### src/match_action_params.svh
// offsets, field positions, reset values and widths for the match action block
`ifndef MATCH_ACTION_PARAMS_SVH
`define MATCH_ACTION_PARAMS_SVH

`define OUT_COUNT        23
`define LOW_OUT_COUNT    16
`define ACT_VEC_W        46
`define ADDR_W           12

`define ADDR_STATE       12'h088
`define ADDR_LOW         12'h08c
`define ADDR_HIGH        12'h090
`define ADDR_PWM         12'h094

`define HIGH_OUT22_LSB   12
`define HIGH_OUT22_MSB   13
`define OUT22_INDEX      22

`define STATE_RESET      23'h000000
`define PWM_RESET        23'h000000
`define LOW_RESET        32'h00000000
`define HIGH_FIELD_RESET 2'h0
`define RDATA_ZERO       32'h00000000

`endif

### src/match_action_pkg.sv
// types and the action decode shared by the match action block
package match_action_pkg;

    typedef enum logic [1:0] {
        ACT_NONE   = 2'h0,
        ACT_LOW    = 2'h1,
        ACT_HIGH   = 2'h2,
        ACT_TOGGLE = 2'h3
    } action_t;

    // new pin level for one output when its match fires
    function automatic logic apply_action(input logic [1:0] act, input logic cur);
        logic res;
        res = cur;
        case (action_t'(act))
            ACT_NONE:   res = cur;
            ACT_LOW:    res = 1'b0;
            ACT_HIGH:   res = 1'b1;
            ACT_TOGGLE: res = ~cur;
            default:    res = cur;
        endcase
        return res;
    endfunction

endpackage

### src/match_apb_decode.sv
// apb address decode, write strobes and error answer
`include "match_action_params.svh"
module match_apb_decode
    import match_action_pkg::*;
(
    input  wire logic                psel,
    input  wire logic                penable,
    input  wire logic                pwrite,
    input  wire logic [`ADDR_W-1:0]  paddr,
    output logic                     pready,
    output logic                     pslverr,
    output logic [3:0]               sel_vec,
    output logic                     wr_state,
    output logic                     wr_low,
    output logic                     wr_high,
    output logic                     wr_pwm
);
    logic access;

    always_comb begin
        sel_vec = 4'h0;
        case (paddr)
            `ADDR_STATE: sel_vec = 4'h1;
            `ADDR_LOW:   sel_vec = 4'h2;
            `ADDR_HIGH:  sel_vec = 4'h4;
            `ADDR_PWM:   sel_vec = 4'h8;
            default:     sel_vec = 4'h0;
        endcase
    end

    // zero wait states: every access ends in its first access cycle
    assign access   = psel & penable;
    assign pready   = 1'b1;
    assign pslverr  = access & ~(|sel_vec);
    assign wr_state = access & pwrite & sel_vec[0];
    assign wr_low   = access & pwrite & sel_vec[1];
    assign wr_high  = access & pwrite & sel_vec[2];
    assign wr_pwm   = access & pwrite & sel_vec[3];
endmodule

### src/match_action_apply.sv
// per-output action applied on a match event
`include "match_action_params.svh"
module match_action_apply
    import match_action_pkg::*;
(
    input  wire logic [`ACT_VEC_W-1:0] act_vec,
    input  wire logic [`OUT_COUNT-1:0] hit,
    input  wire logic [`OUT_COUNT-1:0] state_cur,
    output logic      [`OUT_COUNT-1:0] state_hw
);
    always_comb begin
        state_hw = state_cur;
        for (int k = 0; k < `OUT_COUNT; k++) begin
            if (hit[k]) begin
                state_hw[k] = apply_action(act_vec[2*k +: 2], state_cur[k]);
            end
        end
    end
endmodule

### src/match_action_control.sv
// match output action control: registers, action apply, pwm override
// How it works
// A 2-bit action code of 00 keeps the pin, 01 drives it low and 10 drives it high on a match.
// Code 11 inverts the pin's present level on every match event.
// For outputs 0 to 15, output k's action field lies at bits 2k+1:2k of the low action register.
// A second action register at offset 0x90 carries control for output 22, the only upper output with an action field.
// Output 22's action field sits at bits 13:12 of that second register with the same codes.
// An output in pwm mode ignores its action field and follows the pwm level.
// All action fields are read/write and reset to zero so no pin moves on a match after reset.
// Each output has a state bit, and software writing 1 or 0 there drives the pin high or low unless the output is in pwm mode.
// The action is applied in the cycle the counter equals the match value, updating the state bit.
//
// Design decision made here: the APB register port.
`include "match_action_params.svh"
module match_action_control
    import match_action_pkg::*;
(
    input  wire logic                  pclk,
    input  wire logic                  presetn,
    input  wire logic                  psel,
    input  wire logic                  penable,
    input  wire logic                  pwrite,
    input  wire logic [`ADDR_W-1:0]    paddr,
    input  wire logic [31:0]           pwdata,
    output logic      [31:0]           prdata,
    output logic                       pready,
    output logic                       pslverr,
    input  wire logic [`OUT_COUNT-1:0] match_event,
    input  wire logic [`OUT_COUNT-1:0] pwm_level,
    output logic      [`OUT_COUNT-1:0] timer_match_output
);
    logic [`OUT_COUNT-1:0]  state_reg;
    logic [`OUT_COUNT-1:0]  state_next;
    logic [31:0]            low_reg;
    logic [31:0]            low_next;
    logic [1:0]             out22_reg;
    logic [1:0]             out22_next;
    logic [`OUT_COUNT-1:0]  pwm_reg;
    logic [`OUT_COUNT-1:0]  pwm_next;
    logic [31:0]            prdata_reg;
    logic [31:0]            prdata_next;
    logic [`ACT_VEC_W-1:0]  act_vec;
    logic [`OUT_COUNT-1:0]  hit;
    logic [`OUT_COUNT-1:0]  state_hw;
    logic [3:0]             sel_vec;
    logic                   wr_state;
    logic                   wr_low;
    logic                   wr_high;
    logic                   wr_pwm;
    logic                   setup;

    match_apb_decode u_decode (
        .psel     (psel),
        .penable  (penable),
        .pwrite   (pwrite),
        .paddr    (paddr),
        .pready   (pready),
        .pslverr  (pslverr),
        .sel_vec  (sel_vec),
        .wr_state (wr_state),
        .wr_low   (wr_low),
        .wr_high  (wr_high),
        .wr_pwm   (wr_pwm)
    );

    // action vector, two bits per output
    always_comb begin
        act_vec = '0;
        for (int k = 0; k < `LOW_OUT_COUNT; k++) begin
            act_vec[2*k +: 2] = low_reg[2*k +: 2];
        end
        // outputs 16 to 21 have no action source here and stay at do nothing
        act_vec[2*`OUT22_INDEX +: 2] = out22_reg;
    end

    // pwm outputs never see a match action
    assign hit = match_event & ~pwm_reg;

    match_action_apply u_apply (
        .act_vec   (act_vec),
        .hit       (hit),
        .state_cur (state_reg),
        .state_hw  (state_hw)
    );

    // state bits: software write first, hardware match wins on the same bit
    always_comb begin
        state_next = state_reg;
        if (wr_state) begin
            state_next = pwdata[`OUT_COUNT-1:0];
        end
        for (int k = 0; k < `OUT_COUNT; k++) begin
            if (hit[k]) begin
                state_next[k] = state_hw[k];
            end
        end
    end

    // action and mode registers
    always_comb begin
        low_next   = low_reg;
        out22_next = out22_reg;
        pwm_next   = pwm_reg;
        if (wr_low) begin
            low_next = pwdata;
        end
        if (wr_high) begin
            out22_next = pwdata[`HIGH_OUT22_MSB:`HIGH_OUT22_LSB];
        end
        if (wr_pwm) begin
            pwm_next = pwdata[`OUT_COUNT-1:0];
        end
    end

    // read data captured in the setup cycle so prdata comes from a flop
    assign setup = psel & ~penable;

    always_comb begin
        prdata_next = prdata_reg;
        if (setup) begin
            case (sel_vec)
                4'h1:    prdata_next = {9'h000, state_reg};
                4'h2:    prdata_next = low_reg;
                4'h4:    prdata_next = {18'h00000, out22_reg, 12'h000};
                4'h8:    prdata_next = {9'h000, pwm_reg};
                default: prdata_next = `RDATA_ZERO;
            endcase
        end
    end

    always_ff @(posedge pclk or negedge presetn) begin
        if (!presetn) begin
            state_reg  <= `STATE_RESET;
            low_reg    <= `LOW_RESET;
            out22_reg  <= `HIGH_FIELD_RESET;
            pwm_reg    <= `PWM_RESET;
            prdata_reg <= `RDATA_ZERO;
        end else begin
            state_reg  <= state_next;
            low_reg    <= low_next;
            out22_reg  <= out22_next;
            pwm_reg    <= pwm_next;
            prdata_reg <= prdata_next;
        end
    end

    assign prdata = prdata_reg;

    // pin follows pwm level in pwm mode, the state bit otherwise
    always_comb begin
        for (int k = 0; k < `OUT_COUNT; k++) begin
            timer_match_output[k] = pwm_reg[k] ? pwm_level[k] : state_reg[k];
        end
    end
endmodule

### config.mk
export PLATFORM = sky130hd
export DESIGN_NAME = match_action_control
export DESIGN_NICKNAME = d
export VERILOG_FILES = /design/src/match_action_pkg.sv /design/src/match_apb_decode.sv /design/src/match_action_apply.sv /design/src/match_action_control.sv
export VERILOG_INCLUDE_DIRS = /design/src
export SDC_FILE = /design/constraint.sdc
export NUM_CORES = 1
export LEC_CHECK = 0
export BUFFER_PORTS_ARGS = -buffer_cell sky130_fd_sc_hd__buf_2
export CAP_MARGIN = 20
export CORE_ASPECT_RATIO = 0.6
export CORE_MARGIN = 3
export CORE_UTILIZATION = 55
export CTS_CLUSTER_DIAMETER = 60
export DETAILED_ROUTE_END_ITERATION = 12
export PLACE_DENSITY = 0.89
export SLEW_MARGIN = 20
export SYNTH_ARGS = -nofsm -noshare
export SYNTH_HDL_FRONTEND = slang
export SYNTH_SLANG_ARGS = --single-unit
### constraint.sdc
create_clock -name pclk -period 3.38 [get_ports pclk]
set_clock_uncertainty 0.1 [all_clocks]
set_input_delay 0 -clock pclk [delete_from_list [all_inputs] [get_ports pclk]]
set_output_delay 0 -clock pclk [all_outputs]
set_load 0.005 [all_outputs]
==> run_results.csv, run 1 <==
group,metric,value,unit
timing,fmax,438,MHz
floorplan,std_cell_rows,27,
detailed_routing,m1WireLength,6380,um
timing,final-setup-viol-count,0,
floorplan,boundaryPins,152,
worst_setup_path,cpPeakStageDelay,0.56,ns
logic_synthesis,post_synth_fa_ha_maj_area_fraction,0,
hold_path,hold_class,"in -> reg",
timing,timing.max_slew.rel_slack,0.395,
worst_setup_path,crit_slowest_cell,"dlygate4sd3_1",
logic_synthesis,synth_top_family_by_area,"multiplexers",
logic_synthesis,syn_area,5320,um2
logic_synthesis,number_of_enable_flip_flop_cells_after_synthesis,0,
detailed_routing,totalWireLength,14600,um
clock_tree,cts-root-buf,"clkbuf_16",
status,outcome,"finished, final reports clean",
detailed_routing,drc_errors,0,
logic_synthesis,postSynth.asyncResetShare,1.00,
detailed_routing,wl_per_cell,19.5,um
place,numPlacedInstances,694,
flow_run,maxCapViolCount,0,
clock_tree,clock-sinks,112,
floorplan,initial_core_util,0.572,
timing,min_period,2.28,ns
global_route,grt_pass1_vias,4445,
logic_synthesis,synthesis.nets,520,
global_route,grt_overflow_total,0,
finish,drive_above_1_share,0.421,
floorplan,die_h,82.1,um
finish,net_count_final,710,
detailed_routing,detailedRoute.firstIterationViolations,425,
logic_synthesis,synth-xor-area-share,0.00165,
logic_synthesis,postSynthRegisterBits,112,
logic_synthesis,post_synth_and_or_nand_nor_area_fraction,0.0883,
worst_setup_path,cp-end-kind,"register",
worst_setup_path,timing.critical_path.required,3.52,ns
clock_tree,cts_max_path_buffers,2,
clock_tree,clock_insertion_delay_worst_skew,0.35,ns
logic_synthesis,post_synth_main_area_contributors,"dfrtp_1 53%, mux2_2 17%, mux2i_1 4.7%, a221o_1 4.0%, o311a_1 3.2%",
timing,finalSetupTns,0,ns
finish,fill_cell_total_of_the_finished_layout,611,
clock_tree,tritoncts,"done",
place,placedInstanceArea,6200,um2
global_route,first_pass_grt_wire_length,22900,um
global_route,antenna_found_initial,0,
pwr,power_density,380,nW/um2
finish,antenna-diode-count,0,
finish,syn2layout_area_growth,29.8,%
worst_setup_path,cpLargestDelayFamily,"buffers and inverters",
detailed_routing,top_signal_layer_used,"met4",
logic_synthesis,muxShareOfSynthArea,0.229,
detailed_routing,antenna_left,0,
worst_setup_path,crit_buf_inv,4,
clock_tree,cts-hold-fix-buffers,40,
detailed_routing,first_pass_iters,5,
pwr,ir_drop,0.299,mV
worst_setup_path,crit_arrival,2.42,ns
timing,drv_slew,0,
timing,hold_slack,0.0154,ns
logic_synthesis,ys.flop_type,"dfrtp_1",
worst_setup_path,path_common_cell,"dlygate4sd3_1",
logic_synthesis,most_frequent_cell_after_synthesis,"dfrtp_1",
finish,finalNonFillerCells,750,
timing,fin_hold_viols,0,
worst_setup_path,setup.worst_path.class,"in -> reg",
global_route,grt_usage,0.272,
global_route,largest_net_degree_at_the_start_of_global_routing,72,
logic_synthesis,ys_top_cells_by_count,"112 x dfrtp_1, 81 x mux2_2, 25 x mux2i_1, 25 x nor2_1, 23 x a21oi_1",
place,weighted_congestion_reported_at_the_end_of_routability_driven_placement,0.822,
detailed_routing,via_count,4443,
clock_tree,cts_htree_levels,3,
logic_synthesis,netlist-cell-type-count,34,
clock_tree,post_cts_resized,0,
place,buffers_added_on_ports,150,
pwr,power.leakage,3.54,nW
worst_setup_path,r2r_setup_slack,1.61,ns
logic_synthesis,part_of_the_yosys_area_used_for_sequential_elements,0.527,
worst_setup_path,crit_path_cell_trace,"dlygate4sd3_1 > buf_2 > and4b_1 > nand4_1 > buf_4 > a21oi_1 > mux2_2 > dlygate4sd3_1",
detailed_routing,drt-vias-per-instance,5.92,
clock_tree,post_cts_buffers,0,
logic_synthesis,post-synth-top-area-cell,"dfrtp_1",
clock_tree,cts_made_buffers,9,
logic_synthesis,yosysWarningCount,0,
logic_synthesis,syn_area_per_cell,12.5,um2
timing,grt_setup_unrepaired,"no",
worst_setup_path,critical_path_peak_fanout,40,
timing,worst_slew_pin_slew,0.907,ns
floorplan,chipWidth,133,um
finish,final_cell_area,6900,um2
timing,part_of_the_cycle_the_worst_path_needs,0.675,
place,hpwlAfterDp,9970,um
floorplan,floorplan.core_area,9290,um2
logic_synthesis,synth-compound-area-share,0.129,
clock_tree,clkSlewWorstSetupHoldPaths,0.07,ns
detailed_routing,met3_wirelength,1230,um
logic_synthesis,netlist.area_leader.share,0.527,
floorplan,dieArea,10900,um2
detailed_routing,detailroute.wirelength.met2,6850,um
logic_synthesis,postSynthCellCount,425,
worst_setup_path,startpoint_type,"primary input",
[cells by family (layout without fill, tap and decap cells)]
logic type | count (synthesis) | count (layout)
flops | 112 | 112
mux | 111 | 111
compound gates | 91 | 91
simple gates | 83 | 83
buf+inv | 26 | 221
other cells | 1 | 1
xor+xnor | 1 | 1
[layout make-up]
type | count | area [um2] | area share
flip-flops and latches | 112 | 2800 | 0.406
repair buffers | 199 | 1220 | 0.177
clock inverters | 6 | 66.3 | 0.00962
clock buffers | 10 | 229 | 0.0332
inverters | 6 | 22.5 | 0.00327
well taps | 130 | 163 | 0.0236
multi-input cells | 287 | 2390 | 0.347
[power breakdown]
| group | switching [mW] | leakage [nW] | internal, mW | total, mW |
|---|---|---|---|---|
| registers | 0.00560 | 1.56 | 1.34 | 1.35 |
| clock network | 0.490 | 0.147 | 0.580 | 1.07 |
| logic | 0.104 | 1.83 | 0.0970 | 0.201 |
[worst min-delay path, stage by stage]
cell,delay [ns]
buf_2,0.10
nor4_4,0.05
nand4_1,0.08
nand2b_1,0.13
o21ai_0,0.07
[per-stage QoR]
stage          utilization  worst slack, ns  total power, mW
2_1_floorplan            -             1.88             1.43
3_3_place_gp         0.667             1.38             1.53
3_5_place_dp         0.667             1.34             1.54
4_1_cts              0.742             1.18             2.64
5_1_grt              0.742            0.991             2.71
6_report             0.742             1.10             2.62
[layout by cell type, fill, tap and decap left out, types with 6 or more instances in the layout]
cell type,count
buf_2,149
dfrtp_1,112
mux2_2,81
dlygate4sd3_1,40
nor2_1,25
mux2i_1,25
a21oi_1,23
a221o_1,21
nand3_1,19
o21ai_0,19
nor2b_1,18
o311a_1,17
buf_4,10
a22o_1,9
clkbuf_16,9
inv_1,6
[per-layer routing]
metal / GRT usage / vias to the layer above
met4: 0.0851 / 0
li1: - / 2003
met3: 0.0757 / 19
met2: 0.444 / 224
met1: 0.361 / 2197
met5: 0 / -
[worst paths after layout]
check,from,end,cells past startpoint
worst max-delay path,penable,state_reg[20]$_DFFE_PN0P_,8
worst min-delay path,paddr[10],prdata[13]$_DFFE_PN0P_,5
worst max register to register,pwm_reg[20]$_DFFE_PN0P_,state_reg[20]$_DFFE_PN0P_,4
worst min register to register,prdata[13]$_DFFE_PN0P_,prdata[13]$_DFFE_PN0P_,2
max in group asynchronous,presetn,pwm_reg[11]$_DFFE_PN0P_,3
min in group asynchronous,presetn,pwm_reg[1]$_DFFE_PN0P_,2
Note: power is estimated with default switching activity, not from simulation.
==> run 2: changes to the inputs <==
ABC_AREA = 1   (was not set)
CORE_UTILIZATION = 48   (was 55)
PLACE_DENSITY = 0.81   (was 0.89)
clock period = 1.8 ns   (was 3.38 ns; I/O delays follow)
==> run_results.csv, run 2 <==
group,metric,value,unit
finish,syn2layout_area_growth,27.0,%
floorplan,floorplan.core_area,11600,um2
global_route,grt_usage,0.250,
worst_setup_path,crit_arrival,1.31,ns
worst_setup_path,setup.worst_path.class,"reg -> out",
place,buffers_added_on_ports,150,
floorplan,chipWidth,149,um
clock_tree,cts_htree_levels,3,
logic_synthesis,syn_area,5870,um2
timing,worst_slew_pin_slew,0.672,ns
place,weighted_congestion_reported_at_the_end_of_routability_driven_placement,0.852,
timing,timing.max_slew.rel_slack,0.551,
logic_synthesis,muxShareOfSynthArea,0.0441,
hold_path,hold_path_end,"state_reg[13]$_DFFE_PN0P_",
detailed_routing,wl_per_cell,15.4,um
timing,part_of_the_cycle_the_worst_path_needs,0.781,
logic_synthesis,netlist-cell-type-count,28,
detailed_routing,detailedRoute.firstIterationViolations,397,
logic_synthesis,post-synth-top-area-cell,"dfrtp_1",
logic_synthesis,ys_top_cells_by_count,"197 x nand2_1, 112 x dfrtp_1, 94 x inv_1",
logic_synthesis,syn_area_per_cell,8.01,um2
floorplan,boundaryPins,152,
floorplan,die_h,91.6,um
worst_setup_path,rr_worst_depth,5,
worst_setup_path,setup.worst_path.start,"pwm_reg[12]$_DFFE_PN0P_",
detailed_routing,totalWireLength,16600,um
floorplan,initial_core_util,0.506,
logic_synthesis,most_frequent_cell_after_synthesis,"nand2_1",
detailed_routing,via_count,5612,
logic_synthesis,post_synth_fa_ha_maj_area_fraction,0,
floorplan,std_cell_rows,30,
logic_synthesis,synth_top_family_by_area,"simple AND/OR/NAND/NOR gates",
hold_path,timing.hold.worst_path_depth,5,
detailed_routing,drc_errors,0,
pwr,internal_pwr_total,3.82,mW
logic_synthesis,postSynth.asyncResetShare,1.00,
finish,net_count_final,1013,
detailed_routing,first_pass_iters,5,
timing,fin_hold_viols,0,
pwr,swShare,0.257,
finish,drive_above_1_share,0.287,
place,hpwlAfterDp,11200,um
timing,min_period,1.41,ns
timing,fmax,711,MHz
logic_synthesis,post_synth_main_area_contributors,"dfrtp_1 48%, nand2_1 13%, nand3_1 6.6%, inv_1 6.0%, mux2_2 4.4%",
status,outcome,"finished, final reports clean",
flow_run,maxCapViolCount,0,
logic_synthesis,synthesis.nets,827,
finish,final_common_cell,"nand2_1",
clock_tree,cts-root-buf,"clkbuf_16",
clock_tree,clkSlewWorstSetupHoldPaths,0.08,ns
worst_setup_path,reg2reg_to,"state_reg[12]$_DFFE_PN0P_",
pwr,ir_drop,0.499,mV
clock_tree,cts_max_path_buffers,2,
global_route,antenna_found_initial,0,
worst_setup_path,critical_path_peak_fanout,4,
floorplan,dieArea,13600,um2
pwr,power.leakage,4.01,nW
clock_tree,post_cts_resized,0,
logic_synthesis,synth-compound-area-share,0.138,
pwr,power_density,689,nW/um2
global_route,grt_overflow_total,0,
clock_tree,post_cts_buffers,0,
logic_synthesis,yosysWarningCount,0,
finish,antenna-diode-count,0,
timing,finalSetupTns,0,ns
logic_synthesis,post_synth_and_or_nand_nor_area_fraction,0.245,
finish,finalNonFillerCells,1083,
worst_setup_path,r2r_setup_slack,0.45,ns
finish,fill_cell_total_of_the_finished_layout,951,
logic_synthesis,part_of_the_yosys_area_used_for_sequential_elements,0.478,
pwr,power.share.sequential,0.515,
worst_setup_path,cp-end-kind,"output port",
place,numPlacedInstances,1028,
worst_setup_path,crit_slowest_cell,"dfrtp_1",
pwr,power.combinational.fraction,0.118,
clock_tree,clock-sinks,112,
logic_synthesis,synth-xor-area-share,0,
worst_setup_path,startpoint_type,"register",
timing,hold_slack,0.0157,ns
global_route,grt_pass1_vias,5343,
global_route,first_pass_grt_wire_length,27000,um
clock_tree,tritoncts,"done",
timing,grt_setup_unrepaired,"no",
worst_setup_path,r2r-start,"pwm_reg[12]$_DFFE_PN0P_",
logic_synthesis,netlist.area_leader.share,0.478,
timing,final-setup-viol-count,0,
clock_tree,cts-hold-fix-buffers,39,
logic_synthesis,postSynthCellCount,732,
logic_synthesis,number_of_enable_flip_flop_cells_after_synthesis,0,
detailed_routing,drt-vias-per-instance,5.18,
hold_path,hold_class,"in -> reg",
pwr,total_power,5.13,mW
finish,mostFrequentLayoutCells,"197 x nand2_1, 149 x buf_2, 112 x dfrtp_1",
clock_tree,clock_insertion_delay_worst_skew,0.35,ns
clock_tree,cts_made_buffers,9,
worst_setup_path,crit_path_cell_trace,"mux2_2 > buf_2",
hold_path,beginning_of_the_worst_hold_path,"match_event[13]",
timing,drv_slew,0,
detailed_routing,antenna_left,0,
logic_synthesis,postSynthRegisterBits,112,
logic_synthesis,ys.flop_type,"dfrtp_1",
worst_setup_path,timing.critical_path.required,1.70,ns
global_route,largest_net_degree_at_the_start_of_global_routing,113,
worst_setup_path,cpPeakStageDelay,0.48,ns
pwr,power.share.clock,0.367,
pwr,power.net_switching,1.32,mW
-- run 2: worst max-delay path: cells and delay by family (launching register included) --
| family | cells | cell delay [ns] |
|---|---|---|
| flip-flops | 1 | 0.48 |
| multiplexers | 1 | 0.36 |
| buffers and inverters | 1 | 0.12 |
-- run 2: layer usage --
metal  track usage  wire (um)  share of wire
met3        0.0479       1130          0.068
met4        0.0769        276          0.017
met1         0.368       7890           0.47
met2         0.375       7350           0.44
met5             0          0              0
-- run 2: metrics by stage --
step	cell area, um2	util	setup WS, ns
after detailed placement	6790	0.585	0.219
after floorplan	5870	-	0.626
after global placement	6790	0.585	0.312
after CTS	7450	0.642	0.396
after global routing	7450	0.642	0.354
final	7450	0.642	0.394
-- run 2: layout make-up --
cell class | count | area [um2] | area share
Clock buffer | 10 | 229 | 0.0307
Clock inverter | 6 | 43.8 | 0.00588
Inverter | 98 | 368 | 0.0494
Multi-Input combinational cell | 491 | 2510 | 0.337
Sequential cell | 112 | 2800 | 0.376
Tap cell | 160 | 200 | 0.0269
Timing Repair Buffer | 206 | 1300 | 0.174
-- run 2: power by group through the flow --
stage	combinational, mW	sequential, mW	clock (mW)
after detailed placement	0.537	2.69	0
after global routing	0.683	2.65	2.01
after global placement	0.526	2.69	0
after floorplan	0.267	2.66	0
after CTS	0.605	2.64	1.90
final	0.605	2.64	1.89
-- run 2: logic make-up (layout without fill, tap and decap cells) --
group | Yosys count | in the layout
other cells | 1 | 1
mux | 23 | 23
flops | 112 | 112
simple gates | 322 | 322
compound gates | 145 | 145
buf+inv | 129 | 320
-- run 2: worst max path at each step --
stage,end,slack [ns],depth (start not counted)
after floorplan,state_reg[13]$_DFFE_PN0P_,0.63,5
after global placement,pwm_reg[5]$_DFFE_PN0P_,0.31,7
after detailed placement,pwm_reg[5]$_DFFE_PN0P_,0.22,7
after CTS,timer_match_output[12],0.40,2
after global routing,timer_match_output[12],0.35,2
final,timer_match_output[12],0.39,2
==> run 3: changes to the inputs <==
clock period = 1.12 ns   (was 1.8 ns; I/O delays follow)
==> run_results.csv, run 3 (synthesis gave the netlist of run 2 again) <==
group,metric,value,unit
status,outcome,"finished with violations",
status,failing_checks,"hold timing, setup timing",
clock_tree,cts_htree_levels,3,
clock_tree,clkSlewWorstSetupHoldPaths,0.08,ns
global_route,largest_net_degree_at_the_start_of_global_routing,38,
global_route,antenna_found_initial,0,
global_route,first_pass_grt_wire_length,30300,um
detailed_routing,antenna_left,0,
timing,fin_hold_viols,11,
detailed_routing,totalWireLength,20300,um
finish,final_common_cell,"nand2_1",
hold_path,hold_class,"in -> async",
floorplan,boundaryPins,152,
clock_tree,tritoncts,"done",
pwr,internal_pwr_total,6.39,mW
timing,min_period,1.42,ns
clock_tree,cts_made_buffers,9,
pwr,power.combinational.fraction,0.157,
detailed_routing,detailedRoute.firstIterationViolations,484,
floorplan,chipWidth,149,um
worst_setup_path,crit_arrival,1.32,ns
finish,syn2layout_area_growth,52.4,%
detailed_routing,drc_errors,0,
clock_tree,cts-hold-fix-buffers,39,
detailed_routing,drt-vias-per-instance,5.36,
clock_tree,clock_insertion_delay_worst_skew,0.36,ns
place,dp_slack,-0.276,ns
pwr,power.share.sequential,0.487,
worst_setup_path,setup.worst_path.class,"reg -> out",
floorplan,floorplan.core_area,11600,um2
floorplan,std_cell_rows,30,
detailed_routing,first_pass_iters,5,
place,buffers_added_on_ports,150,
clock_tree,cts-root-buf,"clkbuf_16",
floorplan,initial_core_util,0.506,
pwr,power_density,978,nW/um2
detailed_routing,wl_per_cell,17.4,um
worst_setup_path,startpoint_type,"register",
pwr,power.net_switching,2.35,mW
pwr,power.leakage,4.75,nW
global_route,grt_overflow_total,0,
finish,drive_above_1_share,0.418,
timing,finalSetupTns,-7.07,ns
worst_setup_path,path_common_cell,"buf_6",
finish,postLayoutCoreUtil,0.771,
timing,part_of_the_cycle_the_worst_path_needs,1.27,
finish,antenna-diode-count,0,
clock_tree,clock-sinks,112,
clock_tree,cts_max_path_buffers,2,
global_route,grt_pass1_vias,6028,
place,hpwlAfterDp,12000,um
timing,hold_slack,-0.0490,ns
finish,multi_input_gate_area,2870,um2
worst_setup_path,crit_slowest_cell,"dfrtp_1",
floorplan,die_h,91.6,um
pwr,power.share.clock,0.357,
worst_setup_path,r2r_setup_slack,-0.14,ns
worst_setup_path,timing.critical_path.required,1.02,ns
worst_setup_path,cpPeakStageDelay,0.41,ns
timing,final-setup-viol-count,42,
pwr,ir_drop,0.747,mV
worst_setup_path,critical_path_peak_fanout,3,
finish,fill_cell_total_of_the_finished_layout,754,
timing,fmax,703,MHz
timing,grt_setup_unrepaired,"yes",
worst_setup_path,crit_path_cell_trace,"buf_6 > mux2_4 > buf_6",
timing,final_worst_slack,-0.303,ns
finish,final-seq-area,2810,um2
detailed_routing,via_count,6249,
flow_run,maxCapViolCount,0,
worst_setup_path,cp-end-kind,"output port",
floorplan,dieArea,13600,um2
finish,mostFrequentLayoutCells,"184 x nand2_1, 127 x buf_2, 110 x dfrtp_1",
place,weighted_congestion_reported_at_the_end_of_routability_driven_placement,0.865,
pwr,swShare,0.269,
timing,drv_slew,0,
global_route,grt_usage,0.282,
finish,net_count_final,1095,
-- run 3: changes by cell type in the layout (fill, tap and decap cells not counted), sizes merged --
cell,previous run,this run
bufbuf,0,1
clkbuf,10,11
buf,167,246
clkinv,3,4
-- run 3: repair_timing --
item                                    in CTS  in global routing
cloned                                       1                  2
resized for setup                           57                112
buffers inserted                            31                 18
endpoints found under the setup margin      41                 63
pin swaps                                   22                 34
endpoints found under the hold margin      192                 11
-- run 3: metrics by stage --
step / power, mW / cell area, um2 / instances
finish: 8.74 / 8940 / 1165
global route: 9.07 / 8940 / 1165
CTS: 8.49 / 8350 / 1149
detailed placement: 5.28 / 7270 / 1064
global placement: 5.25 / 7270 / 1064
floorplan: 4.74 / 5910 / 732
-- run 3: power groups by stage --
stage | combinational, mW | clock [mW] | sequential [mW]
after detailed placement | 0.956 | 0 | 4.32
after global routing | 1.48 | 3.33 | 4.27
final | 1.37 | 3.12 | 4.26
after CTS | 1.11 | 3.13 | 4.24
after global placement | 0.932 | 0 | 4.32
after floorplan | 0.457 | 0 | 4.28
-- run 3: worst max-delay path: cells and delay by family, from the launching register on --
kind,cells,cell delay (ns)
DFF,1,0.41
buffers and inverters,2,0.26
muxes,1,0.30
-- run 3: path summary, 6_finish.rpt --
kind	startpoint	to	cells past startpoint
max	pwm_reg[6]$_DFFE_PN0P_	timer_match_output[6]	3
min	presetn	prdata[2]$_DFFE_PN0P_	2
max reg2reg	pwm_reg[6]$_DFFE_PN0P_	state_reg[6]$_DFFE_PN0P_	6
min reg2reg	prdata[1]$_DFFE_PN0P_	prdata[1]$_DFFE_PN0P_	2
max in group asynchronous	presetn	pwm_reg[19]$_DFFE_PN0P_	3
min in group pclk	match_event[13]	state_reg[13]$_DFFE_PN0P_	5
-- run 3: final cells by class --
type,count,area share
Timing Repair Buffer,288,0.269
Inverter,98,0.0420
Multi-Input combinational cell,491,0.321
Sequential cell,112,0.314
Clock buffer,9,0.0252
Tap cell,160,0.0224
Clock inverter,7,0.00630
-- run 3: metal layers --
layer | track usage | up-vias | share of wire
met1 | 0.384 | 2930 | 0.41
met2 | 0.450 | 357 | 0.47
met3 | 0.0667 | 65 | 0.088
met4 | 0.0892 | 0 | 0.031
li1 | - | 2897 | -
met5 | 0 | - | 0
